$ cat src/cfa_pkg.sv
package cfa_pkg;

    // ----------------------------------------------------------------
    // Register map (byte addresses, one 32-bit word each)
    // ----------------------------------------------------------------
    localparam logic [7:0] ADDR_FLAGS = 8'h00;
    localparam logic [7:0] ADDR_INDEX = 8'h04;
    localparam logic [7:0] ADDR_STACK = 8'h08;
    localparam logic [7:0] ADDR_PROGCNT = 8'h0C;
    localparam logic [7:0] ADDR_DATA = 8'h10;
    localparam logic [7:0] ADDR_CMD = 8'h14;
    localparam logic [7:0] ADDR_RESULT = 8'h18;

    // ----------------------------------------------------------------
    // Flag bit positions in flags_byte
    // ----------------------------------------------------------------
    localparam int FLAG_WRAP = 7;
    localparam int FLAG_NIBBLE = 4;
    localparam int FLAG_MASK = 3;
    localparam int FLAG_MSB = 2;
    localparam int FLAG_NULL = 1;
    localparam int FLAG_BORROW = 0;
    localparam logic [7:0] FLAGS_USED = 8'h9F;

    // ----------------------------------------------------------------
    // Field positions
    // ----------------------------------------------------------------
    localparam int DATA_ACC_LSB = 0;
    localparam int DATA_OPND_LSB = 8;
    localparam int DATA_WORD_LSB = 16;
    localparam int CMD_OP_LSB = 0;
    localparam int CMD_MODE_LSB = 8;
    localparam int RES_BRANCH_BIT = 16;
    localparam int RES_BUSY_BIT = 17;
    localparam int RES_INHIBIT_BIT = 18;
    localparam int RES_ACC_LSB = 24;

    // ----------------------------------------------------------------
    // Reset values and constants
    // ----------------------------------------------------------------
    localparam logic [7:0] FLAGS_RESET = 8'h08;
    localparam logic [15:0] STACK_RESET = 16'h00FF;
    localparam logic [15:0] INDEX_RESET = 16'h0000;
    localparam logic [15:0] PROGCNT_RESET = 16'h0000;
    localparam logic [15:0] INDEX_STEP = 16'h0001;
    localparam logic [2:0] PUSH_LAST = 3'h4;
    localparam logic [3:0] BCD_DIGIT_MAX = 4'h9;
    localparam logic [7:0] BCD_BYTE_MAX = 8'h99;
    localparam logic [3:0] BCD_FIX = 4'h6;

    // ----------------------------------------------------------------
    // Operations, addressing modes, interrupt sequencer states
    // ----------------------------------------------------------------
    typedef enum logic [4:0] {
        OP_NONE = 5'h00, OP_SUM = 5'h01, OP_SUM_CARRY = 5'h02, OP_DIFF = 5'h03,
        OP_DIFF_BORROW = 5'h04, OP_DECIMAL_ADJUST = 5'h05, OP_AND = 5'h06,
        OP_LOAD = 5'h07, OP_STORE = 5'h08, OP_LOAD_INDEX = 5'h09,
        OP_SHIFT_LEFT = 5'h0A, OP_ROTATE_RIGHT = 5'h0B, OP_BIT_TEST = 5'h0C,
        OP_CLEAR_MASK = 5'h0D, OP_ACCUM_TO_FLAGS = 5'h0E, OP_SET_MASK = 5'h0F,
        OP_BRANCH_GREATER = 5'h10, OP_BRANCH_GREATER_EQUAL = 5'h11,
        OP_BRANCH_LESS_EQUAL = 5'h12, OP_BRANCH_LESS = 5'h13,
        OP_COMPARE_BRANCH_EQUAL = 5'h14, OP_MEMORY_TRANSFER = 5'h15
    } cfa_op_t;

    typedef enum logic [2:0] {
        MODE_FULL_ADDR = 3'h0, MODE_INDEX_PLAIN = 3'h1, MODE_INDEX_POSTINC = 3'h2,
        MODE_INDEX_SHORT_OFFSET = 3'h3, MODE_INDEX_SHORT_OFFSET_POSTINC = 3'h4,
        MODE_INDEX_LONG_OFFSET = 3'h5, MODE_STACK_SHORT_OFFSET = 3'h6,
        MODE_STACK_LONG_OFFSET = 3'h7
    } cfa_mode_t;

    typedef enum logic [1:0] {
        ST_IDLE = 2'b00, ST_PUSH = 2'b01, ST_MASK = 2'b10
    } cfa_state_t;

endpackage : cfa_pkg

$ cat src/cfa_core.sv
// The address map and the APB slave port were left to the implementer.
`timescale 1ns/1ps
`default_nettype none

module cfa_core (
    // Clock and reset
    input wire logic mclk,
    input wire logic rst_n,
    // APB slave
    input wire logic psel,
    input wire logic penable,
    input wire logic pwrite,
    input wire logic [7:0] paddr,
    input wire logic [31:0] pwdata,
    input wire logic [3:0] pstrb,
    output logic [31:0] prdata,
    output logic pready,
    output logic pslverr,
    // Interrupt request and stack push port
    input wire logic irqReq,
    output logic stackWrStb,
    output logic [15:0] stackWrAddr,
    output logic [7:0] stackWrData,
    output logic intAck
);
    import cfa_pkg::*;

    // ----------------------------------------------------------------
    // Reset and input synchronisers
    // ----------------------------------------------------------------
    logic rstMeta_q, rstSync_q, irqMeta_q, irqSync_q;
    wire logic rstN = rstSync_q;

    always_ff @(posedge mclk or negedge rst_n) begin
        if (!rst_n) begin
            rstMeta_q <= 1'b0;
            rstSync_q <= 1'b0;
        end else begin
            rstMeta_q <= 1'b1;
            rstSync_q <= rstMeta_q;
        end
    end

    always_ff @(posedge mclk or negedge rstN) begin
        if (!rstN) begin
            irqMeta_q <= 1'b0;
            irqSync_q <= 1'b0;
        end else begin
            irqMeta_q <= irqReq;
            irqSync_q <= irqMeta_q;
        end
    end

    // ----------------------------------------------------------------
    // State registers
    // ----------------------------------------------------------------
    logic [7:0] flags_q, flags_d, acc_q, acc_d, opnd_q;
    logic [15:0] index_q, index_d, stack_q, pc_q, word_q, ea_q;
    logic [4:0] cmdOp_q;
    logic [2:0] cmdMode_q, pushCnt_q;
    logic exec_q, bound_q, branch_q, inhibit_q, inhibit_d, branch_d;
    cfa_state_t state_q;

    // ----------------------------------------------------------------
    // APB decode
    // ----------------------------------------------------------------
    wire logic busy = (state_q != ST_IDLE);
    wire logic selFlags = (paddr == ADDR_FLAGS);
    wire logic selIndex = (paddr == ADDR_INDEX);
    wire logic selStack = (paddr == ADDR_STACK);
    wire logic selPc = (paddr == ADDR_PROGCNT);
    wire logic selData = (paddr == ADDR_DATA);
    wire logic selCmd = (paddr == ADDR_CMD);
    wire logic selResult = (paddr == ADDR_RESULT);
    wire logic mapped = selFlags | selIndex | selStack | selPc | selData | selCmd | selResult;
    wire logic [31:0] resultWord = {acc_q, 5'h00, inhibit_q, busy, branch_q, ea_q};
    wire logic [31:0] rdWord = selFlags ? {24'h00_0000, flags_q} :
                               selIndex ? {16'h0000, index_q} :
                               selStack ? {16'h0000, stack_q} :
                               selPc ? {16'h0000, pc_q} :
                               selData ? {word_q, opnd_q, acc_q} :
                               selCmd ? {21'h00_0000, cmdMode_q, 3'h0, cmdOp_q} :
                               selResult ? resultWord : 32'h0000_0000;
    wire logic [31:0] strbMask = {{8{pstrb[3]}}, {8{pstrb[2]}}, {8{pstrb[1]}}, {8{pstrb[0]}}};
    wire logic [31:0] wrVal = (rdWord & ~strbMask) | (pwdata & strbMask);
    wire logic apbFirst = psel & penable & ~pready;
    wire logic errD = ~mapped | (pwrite & (selResult | busy));
    // A write is dropped if an interrupt sequence began after it was checked
    wire logic commitWr = psel & penable & pready & pwrite & ~pslverr & ~busy;
    wire logic wrFlags = commitWr & selFlags;
    wire logic wrIndex = commitWr & selIndex;
    wire logic wrStack = commitWr & selStack;
    wire logic wrPc = commitWr & selPc;
    wire logic wrData = commitWr & selData;
    wire logic wrCmd = commitWr & selCmd;

    always_ff @(posedge mclk or negedge rstN) begin
        if (!rstN) begin
            pready <= 1'b0;
            pslverr <= 1'b0;
            prdata <= 32'h0000_0000;
        end else begin
            pready <= apbFirst;
            pslverr <= apbFirst & errD;
            prdata <= (apbFirst & ~pwrite) ? rdWord : 32'h0000_0000;
        end
    end

    // ----------------------------------------------------------------
    // Effective address
    // ----------------------------------------------------------------
    wire cfa_mode_t mode = cfa_mode_t'(cmdMode_q);
    wire cfa_op_t op = cfa_op_t'(cmdOp_q);
    wire logic [15:0] off8 = {8'h00, word_q[7:0]};
    wire logic [15:0] idxShort = index_q + off8;
    wire logic [15:0] idxLong = index_q + word_q;
    wire logic [15:0] spShort = stack_q + off8;
    wire logic [15:0] spLong = stack_q + word_q;
    wire logic [15:0] eaD =
        (mode == MODE_FULL_ADDR) ? {word_q[15:8], word_q[7:0]} :
        (mode == MODE_INDEX_PLAIN || mode == MODE_INDEX_POSTINC) ? index_q :
        (mode == MODE_INDEX_SHORT_OFFSET || mode == MODE_INDEX_SHORT_OFFSET_POSTINC) ? idxShort :
        (mode == MODE_INDEX_LONG_OFFSET) ? idxLong :
        (mode == MODE_STACK_SHORT_OFFSET) ? spShort :
        spLong;
    wire logic postInc =
        (op == OP_COMPARE_BRANCH_EQUAL &&
         (mode == MODE_INDEX_POSTINC || mode == MODE_INDEX_SHORT_OFFSET_POSTINC)) ||
        (op == OP_MEMORY_TRANSFER && mode == MODE_INDEX_POSTINC);
    wire logic [15:0] indexInc = index_q + INDEX_STEP;

    // ----------------------------------------------------------------
    // Flag and result logic
    // ----------------------------------------------------------------
    logic [8:0] sum9;
    logic [4:0] nib5;
    logic [15:0] nzVal;
    logic nzUpd, nzWide, cin, lowFix, highFix, loadIndex, signLess;

    always_comb begin
        flags_d = flags_q;
        acc_d = acc_q;
        branch_d = 1'b0;
        inhibit_d = 1'b0;
        loadIndex = 1'b0;
        nzUpd = 1'b0;
        nzWide = 1'b0;
        nzVal = {8'h00, acc_q};
        sum9 = 9'h000;
        nib5 = 5'h00;
        cin = flags_q[FLAG_BORROW];
        lowFix = 1'b0;
        highFix = 1'b0;
        signLess = flags_q[FLAG_MSB] ^ flags_q[FLAG_WRAP];
        case (op)
            OP_SUM, OP_SUM_CARRY: begin
                if (op == OP_SUM) cin = 1'b0;
                sum9 = {1'b0, acc_q} + {1'b0, opnd_q} + {8'h00, cin};
                nib5 = {1'b0, acc_q[3:0]} + {1'b0, opnd_q[3:0]} + {4'h0, cin};
                acc_d = sum9[7:0];
                flags_d[FLAG_NIBBLE] = nib5[4];
                flags_d[FLAG_BORROW] = sum9[8];
                flags_d[FLAG_WRAP] = (acc_q[7] == opnd_q[7]) && (sum9[7] != acc_q[7]);
                nzUpd = 1'b1;
                nzVal = {8'h00, sum9[7:0]};
            end
            OP_DIFF, OP_DIFF_BORROW: begin
                if (op == OP_DIFF) cin = 1'b0;
                sum9 = {1'b0, acc_q} - {1'b0, opnd_q} - {8'h00, cin};
                acc_d = sum9[7:0];
                flags_d[FLAG_BORROW] = sum9[8];
                flags_d[FLAG_WRAP] = (acc_q[7] != opnd_q[7]) && (sum9[7] != acc_q[7]);
                nzUpd = 1'b1;
                nzVal = {8'h00, sum9[7:0]};
            end
            OP_DECIMAL_ADJUST: begin
                lowFix = flags_q[FLAG_NIBBLE] || (acc_q[3:0] > BCD_DIGIT_MAX);
                highFix = flags_q[FLAG_BORROW] || (acc_q > BCD_BYTE_MAX);
                acc_d = acc_q + {(highFix ? BCD_FIX : 4'h0), (lowFix ? BCD_FIX : 4'h0)};
                flags_d[FLAG_BORROW] = highFix;
                nzUpd = 1'b1;
                nzVal = {8'h00, acc_d};
            end
            OP_AND: begin
                acc_d = acc_q & opnd_q;
                flags_d[FLAG_WRAP] = 1'b0;
                nzUpd = 1'b1;
                nzVal = {8'h00, acc_d};
            end
            OP_LOAD, OP_MEMORY_TRANSFER: begin
                if (op == OP_LOAD) acc_d = opnd_q;
                flags_d[FLAG_WRAP] = 1'b0;
                nzUpd = 1'b1;
                nzVal = {8'h00, opnd_q};
            end
            OP_STORE: begin
                flags_d[FLAG_WRAP] = 1'b0;
                nzUpd = 1'b1;
            end
            OP_LOAD_INDEX: begin
                loadIndex = 1'b1;
                flags_d[FLAG_WRAP] = 1'b0;
                nzUpd = 1'b1;
                nzWide = 1'b1;
                nzVal = word_q;
            end
            OP_SHIFT_LEFT: begin
                acc_d = {acc_q[6:0], 1'b0};
                flags_d[FLAG_BORROW] = acc_q[7];
                flags_d[FLAG_WRAP] = acc_q[6] ^ acc_q[7];
                nzUpd = 1'b1;
                nzVal = {8'h00, acc_d};
            end
            OP_ROTATE_RIGHT: begin
                acc_d = {flags_q[FLAG_BORROW], acc_q[7:1]};
                flags_d[FLAG_BORROW] = acc_q[0];
                flags_d[FLAG_WRAP] = flags_q[FLAG_BORROW] ^ acc_q[0];
                nzUpd = 1'b1;
                nzVal = {8'h00, acc_d};
            end
            OP_BIT_TEST: begin
                flags_d[FLAG_BORROW] = opnd_q[word_q[2:0]];
                branch_d = opnd_q[word_q[2:0]];
            end
            OP_CLEAR_MASK: begin
                flags_d[FLAG_MASK] = 1'b0;
                inhibit_d = flags_q[FLAG_MASK];
            end
            OP_ACCUM_TO_FLAGS: begin
                flags_d = acc_q & FLAGS_USED;
                inhibit_d = flags_q[FLAG_MASK] & ~acc_q[FLAG_MASK];
            end
            OP_SET_MASK: flags_d[FLAG_MASK] = 1'b1;
            OP_BRANCH_GREATER: branch_d = ~(flags_q[FLAG_NULL] | signLess);
            OP_BRANCH_GREATER_EQUAL: branch_d = ~signLess;
            OP_BRANCH_LESS_EQUAL: branch_d = flags_q[FLAG_NULL] | signLess;
            OP_BRANCH_LESS: branch_d = signLess;
            OP_COMPARE_BRANCH_EQUAL: branch_d = (acc_q == opnd_q);
            default: begin
                flags_d = flags_q;
            end
        endcase
        if (nzUpd) begin
            flags_d[FLAG_MSB] = nzWide ? nzVal[15] : nzVal[7];
            flags_d[FLAG_NULL] = nzWide ? (nzVal == 16'h0000) : (nzVal[7:0] == 8'h00);
        end
    end

    assign index_d = loadIndex ? word_q : (postInc ? indexInc : index_q);

    // ----------------------------------------------------------------
    // Command and execute pipeline
    // ----------------------------------------------------------------
    always_ff @(posedge mclk or negedge rstN) begin
        if (!rstN) begin
            cmdOp_q <= OP_NONE;
            cmdMode_q <= MODE_FULL_ADDR;
            exec_q <= 1'b0;
            bound_q <= 1'b0;
            branch_q <= 1'b0;
            ea_q <= 16'h0000;
        end else begin
            exec_q <= wrCmd;
            bound_q <= exec_q;
            if (wrCmd) begin
                cmdOp_q <= wrVal[CMD_OP_LSB +: 5];
                cmdMode_q <= wrVal[CMD_MODE_LSB +: 3];
            end
            if (exec_q) begin
                branch_q <= branch_d;
                ea_q <= eaD;
            end
        end
    end

    // ----------------------------------------------------------------
    // Interrupt sequencer
    // ----------------------------------------------------------------
    // acceptance at a boundary
    wire logic accept = bound_q & irqSync_q & ~flags_q[FLAG_MASK] & ~inhibit_q & ~busy;
    wire logic [7:0] pushByte = (pushCnt_q == 3'h0) ? pc_q[7:0] :
                                (pushCnt_q == 3'h1) ? pc_q[15:8] :
                                (pushCnt_q == 3'h2) ? index_q[7:0] :
                                (pushCnt_q == 3'h3) ? acc_q : flags_q;

    always_ff @(posedge mclk or negedge rstN) begin
        if (!rstN) begin
            state_q <= ST_IDLE;
            pushCnt_q <= 3'h0;
            stackWrStb <= 1'b0;
            stackWrAddr <= 16'h0000;
            stackWrData <= 8'h00;
            intAck <= 1'b0;
        end else begin
            stackWrStb <= (state_q == ST_PUSH);
            stackWrAddr <= stack_q;
            stackWrData <= pushByte;
            intAck <= (state_q == ST_MASK);
            case (state_q)
                ST_IDLE: begin
                    pushCnt_q <= 3'h0;
                    if (accept) state_q <= ST_PUSH;
                end
                ST_PUSH: begin
                    pushCnt_q <= pushCnt_q + 3'h1;
                    if (pushCnt_q == PUSH_LAST) state_q <= ST_MASK;
                end
                ST_MASK: state_q <= ST_IDLE;
                default: state_q <= ST_IDLE;
            endcase
        end
    end

    // ----------------------------------------------------------------
    // Architectural registers
    // ----------------------------------------------------------------
    always_ff @(posedge mclk or negedge rstN) begin
        if (!rstN) begin
            flags_q <= FLAGS_RESET;
            inhibit_q <= 1'b0;
        end else begin
            if (state_q == ST_MASK) flags_q[FLAG_MASK] <= 1'b1;
            else if (exec_q) flags_q <= flags_d;
            else if (wrFlags) flags_q <= wrVal[7:0] & FLAGS_USED;
            if (exec_q) inhibit_q <= inhibit_d;
            else if (bound_q) inhibit_q <= 1'b0;
        end
    end

    always_ff @(posedge mclk or negedge rstN) begin
        if (!rstN) begin
            index_q <= INDEX_RESET;
            stack_q <= STACK_RESET;
            pc_q <= PROGCNT_RESET;
            acc_q <= 8'h00;
            opnd_q <= 8'h00;
            word_q <= 16'h0000;
        end else begin
            if (exec_q) index_q <= index_d;
            else if (wrIndex) index_q <= wrVal[15:0];
            // Stack grows down, one byte per push
            if (state_q == ST_PUSH) stack_q <= stack_q - 16'h0001;
            else if (wrStack) stack_q <= wrVal[15:0];
            if (wrPc) pc_q <= wrVal[15:0];
            if (exec_q) acc_q <= acc_d;
            else if (wrData) acc_q <= wrVal[DATA_ACC_LSB +: 8];
            if (wrData) begin
                opnd_q <= wrVal[DATA_OPND_LSB +: 8];
                word_q <= wrVal[DATA_WORD_LSB +: 16];
            end
        end
    end

endmodule : cfa_core

`default_nettype wire

$ cat config.mk
export PLATFORM = sky130hd
export DESIGN_NAME = cfa_core
export DESIGN_NICKNAME = d
export VERILOG_FILES = /design/src/cfa_pkg.sv /design/src/cfa_core.sv
export SDC_FILE = /design/constraint.sdc
export NUM_CORES = 1
export LEC_CHECK = 0
export ABC_AREA = 1
export BUFFER_PORTS_ARGS = -buffer_cell sky130_fd_sc_hd__buf_4
export CORE_MARGIN = 4
export CORE_UTILIZATION = 55
export DETAILED_ROUTE_END_ITERATION = 10
export GPL_TIMING_DRIVEN = 0
export PLACE_DENSITY = 0.76
export SLEW_MARGIN = 0
export SYNTH_ARGS = -nofsm -noshare
export SYNTH_HDL_FRONTEND = slang
export SYNTH_SLANG_ARGS = --single-unit
$ cat constraint.sdc
create_clock -name mclk -period 5.3 [get_ports mclk]
set_input_delay 0.265 -clock mclk [delete_from_list [all_inputs] [get_ports mclk]]
set_output_delay 0.265 -clock mclk [all_outputs]
set_load 0.1 [all_outputs]
Word level (Yosys, flattened, before mapping) --
Cells that the tools add are included.
Storage, ports and cells: register bits 185, input bits 50, output and inout port bits 60, word-level logic and storage cells 249
Operators by class: $add $sub $neg 14, magnitude comparators 3, equality and inequality tests 55, muxes and demuxes 58, bitwise logic cells 48, reduce and logical (&&, ||, !) cells 39
Operator list (count):
- $mux 32 | 8
- $mux 16 | 11
- $pmux 16 s8 | 1
- $mux 8 | 9
- $and 32x32->32 | 2
- $pmux 8 s7 | 1
- $eq 5x4->1 const B | 8
- $add 16x16->16 | 2
- $add 16x8->16 | 2
- $not 32->32 | 1
- $or 32x32->32 | 1
- $eq 5x5->1 const B | 6
- $eq 8x5->1 const B | 3
- $and 1x1->1 | 20
- $eq 5x3->1 const B | 4
- $pmux 1 s6 | 3
- $reduce_and 3->1 | 6
- $add 16x1->16 const B | 1
- $eq 8x4->1 const B | 2
- $logic_not 16->1 | 1
- $logic_not 8->1 | 2
- $sub 16x1->16 const B | 1
- $ne 7x2->1 const B | 2
- $reduce_bool 2->1 | 7
- other kinds (49) | 113

Logic depth before layout (Yosys ltp) --
depth after elaboration 13, gate-level depth with buffers 24, depth with buffers taken out 23

Least setup slack after synthesis --
OpenSTA, ideal clock, no wires.
kind flip-flop to flip-flop, start register acc_q[1], end register flags_q[1], library setup time 0.077 ns, arrival 2.694 ns, data required time 5.223 ns, path slack 2.528 ns, stages on the path, launching flop included 21, buffers on the path 0, period minus slack after synthesis 2.772 ns, cells stage by stage dfrtp_1 -> clkinv_1 -> a31oi_1 -> nand2_1 -> a21boi_0 -> o22ai_1 -> nand2_1 -> ha_1 -> a21oi_1 -> nand3_1 -> nand3_1 -> nand2_1 -> nor2_1 -> nand2_1 -> nor2_1 -> nand2_1 -> nor2_1 -> nand4_1 -> nand2_1 -> nand2_1 -> a21oi_1
On the way: cells in the longest elaborated chain, start to end 9, elaborated cells on any way between the ends 27, classes of those cells add/sub: 5; order compare: 2; mux: 13; bitwise: 3; reduce/logical: 4
RTL lines:
- start, declared | line cfa_core.sv:57 | logic [7:0] flags_q, flags_d, acc_q, acc_d, opnd_q;
- start signal, assigned | line cfa_core.sv:346 | else if (wrData) acc_q <= wrVal[DATA_ACC_LSB +: 8];
- $gt 8x8->1, or another cell as far along | line cfa_core.sv:178 | highFix = flags_q[FLAG_BORROW] || (acc_q > BCD_BYTE_MAX);
- $logic_or 1x1->1, or another cell as far along | line cfa_core.sv:178
- $mux 3 / $mux 32 (equally long branches) | line cfa_core.sv:179, cfa_core.sv:79
- $add 8x7->8 / $mux 32 (equally long branches) | line cfa_core.sv:179, cfa_core.sv:78
- $pmux 16 s8 / $mux 32 (equally long branches) | line cfa_core.sv:155, cfa_core.sv:77
- $logic_not 16->1, or another cell as far along | line cfa_core.sv:245 | flags_d[FLAG_NULL] = nzWide ? (nzVal == 16'h0000) : (nzVal[7:0] == 8'h00);
- $mux 1 / $or 32x32->32 (equally long branches) | line cfa_core.sv:245, cfa_core.sv:85
- $mux 2 / $mux 8 (equally long branches) | line cfa_core.sv:243, cfa_core.sv:324
- $mux 8 (*) | line cfa_core.sv:323 | else if (exec_q) flags_q <= flags_d;
- end signal, assigned | line cfa_core.sv:323
- end signal, assigned | line cfa_core.sv:324 | else if (wrFlags) flags_q <= wrVal[7:0] & FLAGS_USED;
- end, declared | line cfa_core.sv:57
Mark *: on every way between the ends. The rest lies on a longest branch, timed or not. The select of a mux whose other input is x is not followed. A chain may end at the register's enable or synchronous reset.

Worst setup path in the final report --
Same ends and word-level chain as after synthesis.

==> flow_summary.toml <==
[status]
outcome = "finished, violations left"
violations = "capacitance limit"

[drt]
wl_per_cell_um = 22.8
drc = 0
drt_first_pass_iters = 6
vias = 15000
final_antenna_net_count = 0
wirelength_mm = 54.3
avgViaCountPerCell = 6.27
drt_iter0_markers = 2251

[clock_tree]
cts_tree = "done"
clk_pin_slew_ps = 90
insertion_delay_ps = 460
root_buffer = "clkbuf_16"
cts_buffers = 17
cts-htree-levels = 4
post_cts_resize_count = 0
cts_sinks = 183
clk_path_buf_depth = 2

[yosys]
ys.warnings.count = 0
synth_nets = 2045
synth_area_mm2 = 0.0134
syn_avg_cell_area_um2 = 6.99
synth_edf_count = 0
synth_flop_cell = "dfrtp_1"
netlist-cell-type-count = 60
async_flop_share_pct = 100
ys_seq_area_share_pct = 34.1
synth-seq-cells = 183
syn_inst = 1923

[pwr]
p_total_w = 0.00299
switching_share_pct = 28.9
power.share.combinational_pct = 7.2
internal_power_w = 0.00213
p_seq_share_pct = 47.5
clockPowerShare_pct = 45.3
powerDensity_mw_per_mm2 = 195
p_sw_w = 0.000866
power_leakage_nw = 7.45
ir_drop_v = 0.000145

[timing]
drv_slew = 0
period_needed_ps = 4430
finalHoldViolCount = 0
rsz0062_at_grt = "false"
fmax_mhz = 226
setup_viol = 0
maxSlewHeadroom_pct = 2.60
clock_skew_ps = 15.5
min_period_over_period_pct = 83.5
tns_ps = 0
worst_pin_slew_ps = 1420

[finish]
fillers = 2184
antenna_cells = 0
drive_gt1_share_pct = 11.6
area_growth_syn_to_layout_pct = 14.2
layout.nets = 2177

[critical_path]
path_max_fanout = 9
cp.arrival_ps = 4810
setup.worst_path.start_class = "flop"
cp-end-kind = "flop"
required_ps = 5680
criticalPathCategory = "flop to flop"

[global_routing]
grt_use_total_pct = 40.6
grt_pass1_vias = 14000
gr-total-overflow = 0
antenna_found_initial = 0
grt_pass1_wl_mm = 82.5
grt_max_degree = 49

[die]
num_rows = 56
coreArea_mm2 = 0.0238
die_area_mm2 = 0.0270
ios = 110
start_util_pct = 56.6
die_w_um = 164
die_y_um = 164

[min_path]
hold_path_class = "primary input to flop"

[place]
hpwl_mm = 42.9
place_congestion = 1.09
io_buffers = 108

[flow_run]
drv_cap = 1
layout make-up:
class                      count  area, um^2  share of cell area, %
inverter                     230         863                   5.62
clock buffer                  18         439                   2.86
buffer                        57         258                   1.68
sequential                   183        4590                   29.9
multi-input combinational   1453        7730                   50.3
clock inverter                14         168                   1.09
tap                          319         399                   2.60
timing repair buffer         113         906                   5.90
cell families after synthesis:
kind of cell,share of synthesized area [%]
AO/OA/AOI/OAI,20.2
adder cells (fa/ha/maj),7.09
buffers and inverters,8.34
XOR/XNOR,1.76
other,0.0279
AND/OR/NAND/NOR,28.4
flip-flops,34.1
power groups by stage:
| stage | Combinational, W | Sequential [W] | Clock [W] |
|---|---|---|---|
| 2_1_floorplan | 0.0000888 | 0.00147 | 0 |
| 3_3_place_gp | 0.000180 | 0.00147 | 0 |
| 5_1_grt | 0.000231 | 0.00142 | 0.00140 |
| 3_5_place_dp | 0.000209 | 0.00145 | 0 |
| 4_1_cts | 0.000211 | 0.00142 | 0.00134 |
| 6_report | 0.000216 | 0.00142 | 0.00135 |
layout by cell type, fill, tap and decap left out, types with 24 or more instances in the layout:
| master | instances |
|---|---|
| buf_4 | 113 |
| nand2_1 | 468 |
| a21oi_1 | 128 |
| dfrtp_1 | 173 |
| o211ai_1 | 42 |
| nand4_1 | 28 |
| clkbuf_1 | 34 |
| xor2_1 | 24 |
| o21ai_0 | 142 |
| inv_1 | 200 |
| o22ai_1 | 36 |
| nor2_1 | 207 |
| nand3_1 | 115 |
| ha_1 | 65 |
worst max-delay path: stages, from the launching register on:
cell and delay, ps:
dfrtp_1 670, clkinv_1 600, a31oi_1 520, nand2_1 100
a21boi_0 210, o22ai_1 90, nand2_1 130, ha_1 280
a21oi_1 180, nand3_1 100, nand3_1 100, nand2_1 50
nor2_1 290, nand2_1 90, nor2_1 200, nand2_1 80
nor2_1 130, nand4_1 200, nand2_1 130, nand2_1 60
a21oi_1 140
metrics by stage:
| step | cells | hold WS [ps] | worst slack (ps) | instance area [um^2] | utilization, % |
|---|---|---|---|---|---|
| floorplan | 1923 | -30.6 | 2290 | 13400 | - |
| finish | 2387 | 50.4 | 873 | 15400 | 64.7 |
| global placement | 2350 | 46.6 | 1160 | 14700 | 61.7 |
| CTS | 2387 | 43.8 | 1030 | 15400 | 64.7 |
| detailed placement | 2353 | 48.1 | 1080 | 14700 | 62.0 |
| global route | 2387 | 65.8 | 735 | 15400 | 64.7 |
repair_timing:
| action | CTS | global route |
|---|---|---|
| hold endpoints to repair | 3 | 0 |
| hold buffers | 2 | 0 |
| buffers inserted | 0 | 0 |
per-layer routing:
layer  track usage [%]  share of wire (%)  up-vias
met1              54.8                 39     6950
met2              60.8                 42     1036
met3              8.16                 12      230
met4              23.3                7.0        0
met5                 0                  0        -
li1                  -                  -     6743
path summary, 6_finish.rpt:
kind                                          endpoint            startpoint  cells past startpoint  slack (ps)
worst min-delay path             word_q[4]$_DFFE_PN0P_            pwdata[20]                      3          50
min in group asynchronous               rstN$_DFF_PN0_                 rst_n                      2         110
worst min register to register          rstN$_DFF_PN0_   rstMeta_q$_DFF_PN0_                      0         350
worst max-delay path            flags_q[1]$_DFFE_PN0P_  acc_q[1]$_DFFE_PN0P_                     20         870
worst max register to register  flags_q[1]$_DFFE_PN0P_  acc_q[1]$_DFFE_PN0P_                     20         870
max in group asynchronous       stack_q[0]$_DFFE_PN1P_        rstN$_DFF_PN0_                      2        3910
state kept, by name, summed over array words and instances, names as in the netlist, 2 cells and up:
signal,cells
ea_q,16
flags_q,6
opnd_q,8
pc_q,16
acc_q,8
stack_q,16
pushCnt_q,3
word_q,16
prdata,32
stackWrData,8
state_q,2
cmdOp_q,5
stackWrAddr,16
cmdMode_q,3
index_q,16
synth_stat cells (5+ instances only):
master,number,area [um^2]
nand2_1,468,1760
nor2_1,207,777
inv_1,200,751
dfrtp_1,174,4350
o21ai_0,142,711
a21oi_1,128,641
nand3_1,115,576
ha_1,65,813
o211ai_1,42,315
o22ai_1,36,225
clkbuf_1,34,128
nand4_1,28,175
xor2_1,24,210
a22oi_1,21,158
a31oi_1,21,131
inv_2,21,78.8
nor3_1,20,100
o21ai_1,20,100
buf_2,14,70.1
or2_2,11,68.8
clkinv_1,9,33.8
dfstp_2,9,236
nand2_2,8,50.1
a21o_1,7,52.6
fa_1,7,140
o2111ai_1,7,61.3
o21bai_1,7,52.6
nand3b_1,6,45.0
buf_4,5,37.5
nor2_4,5,56.3
o21ai_2,5,43.8
Power figures use the tool's default switching activity.
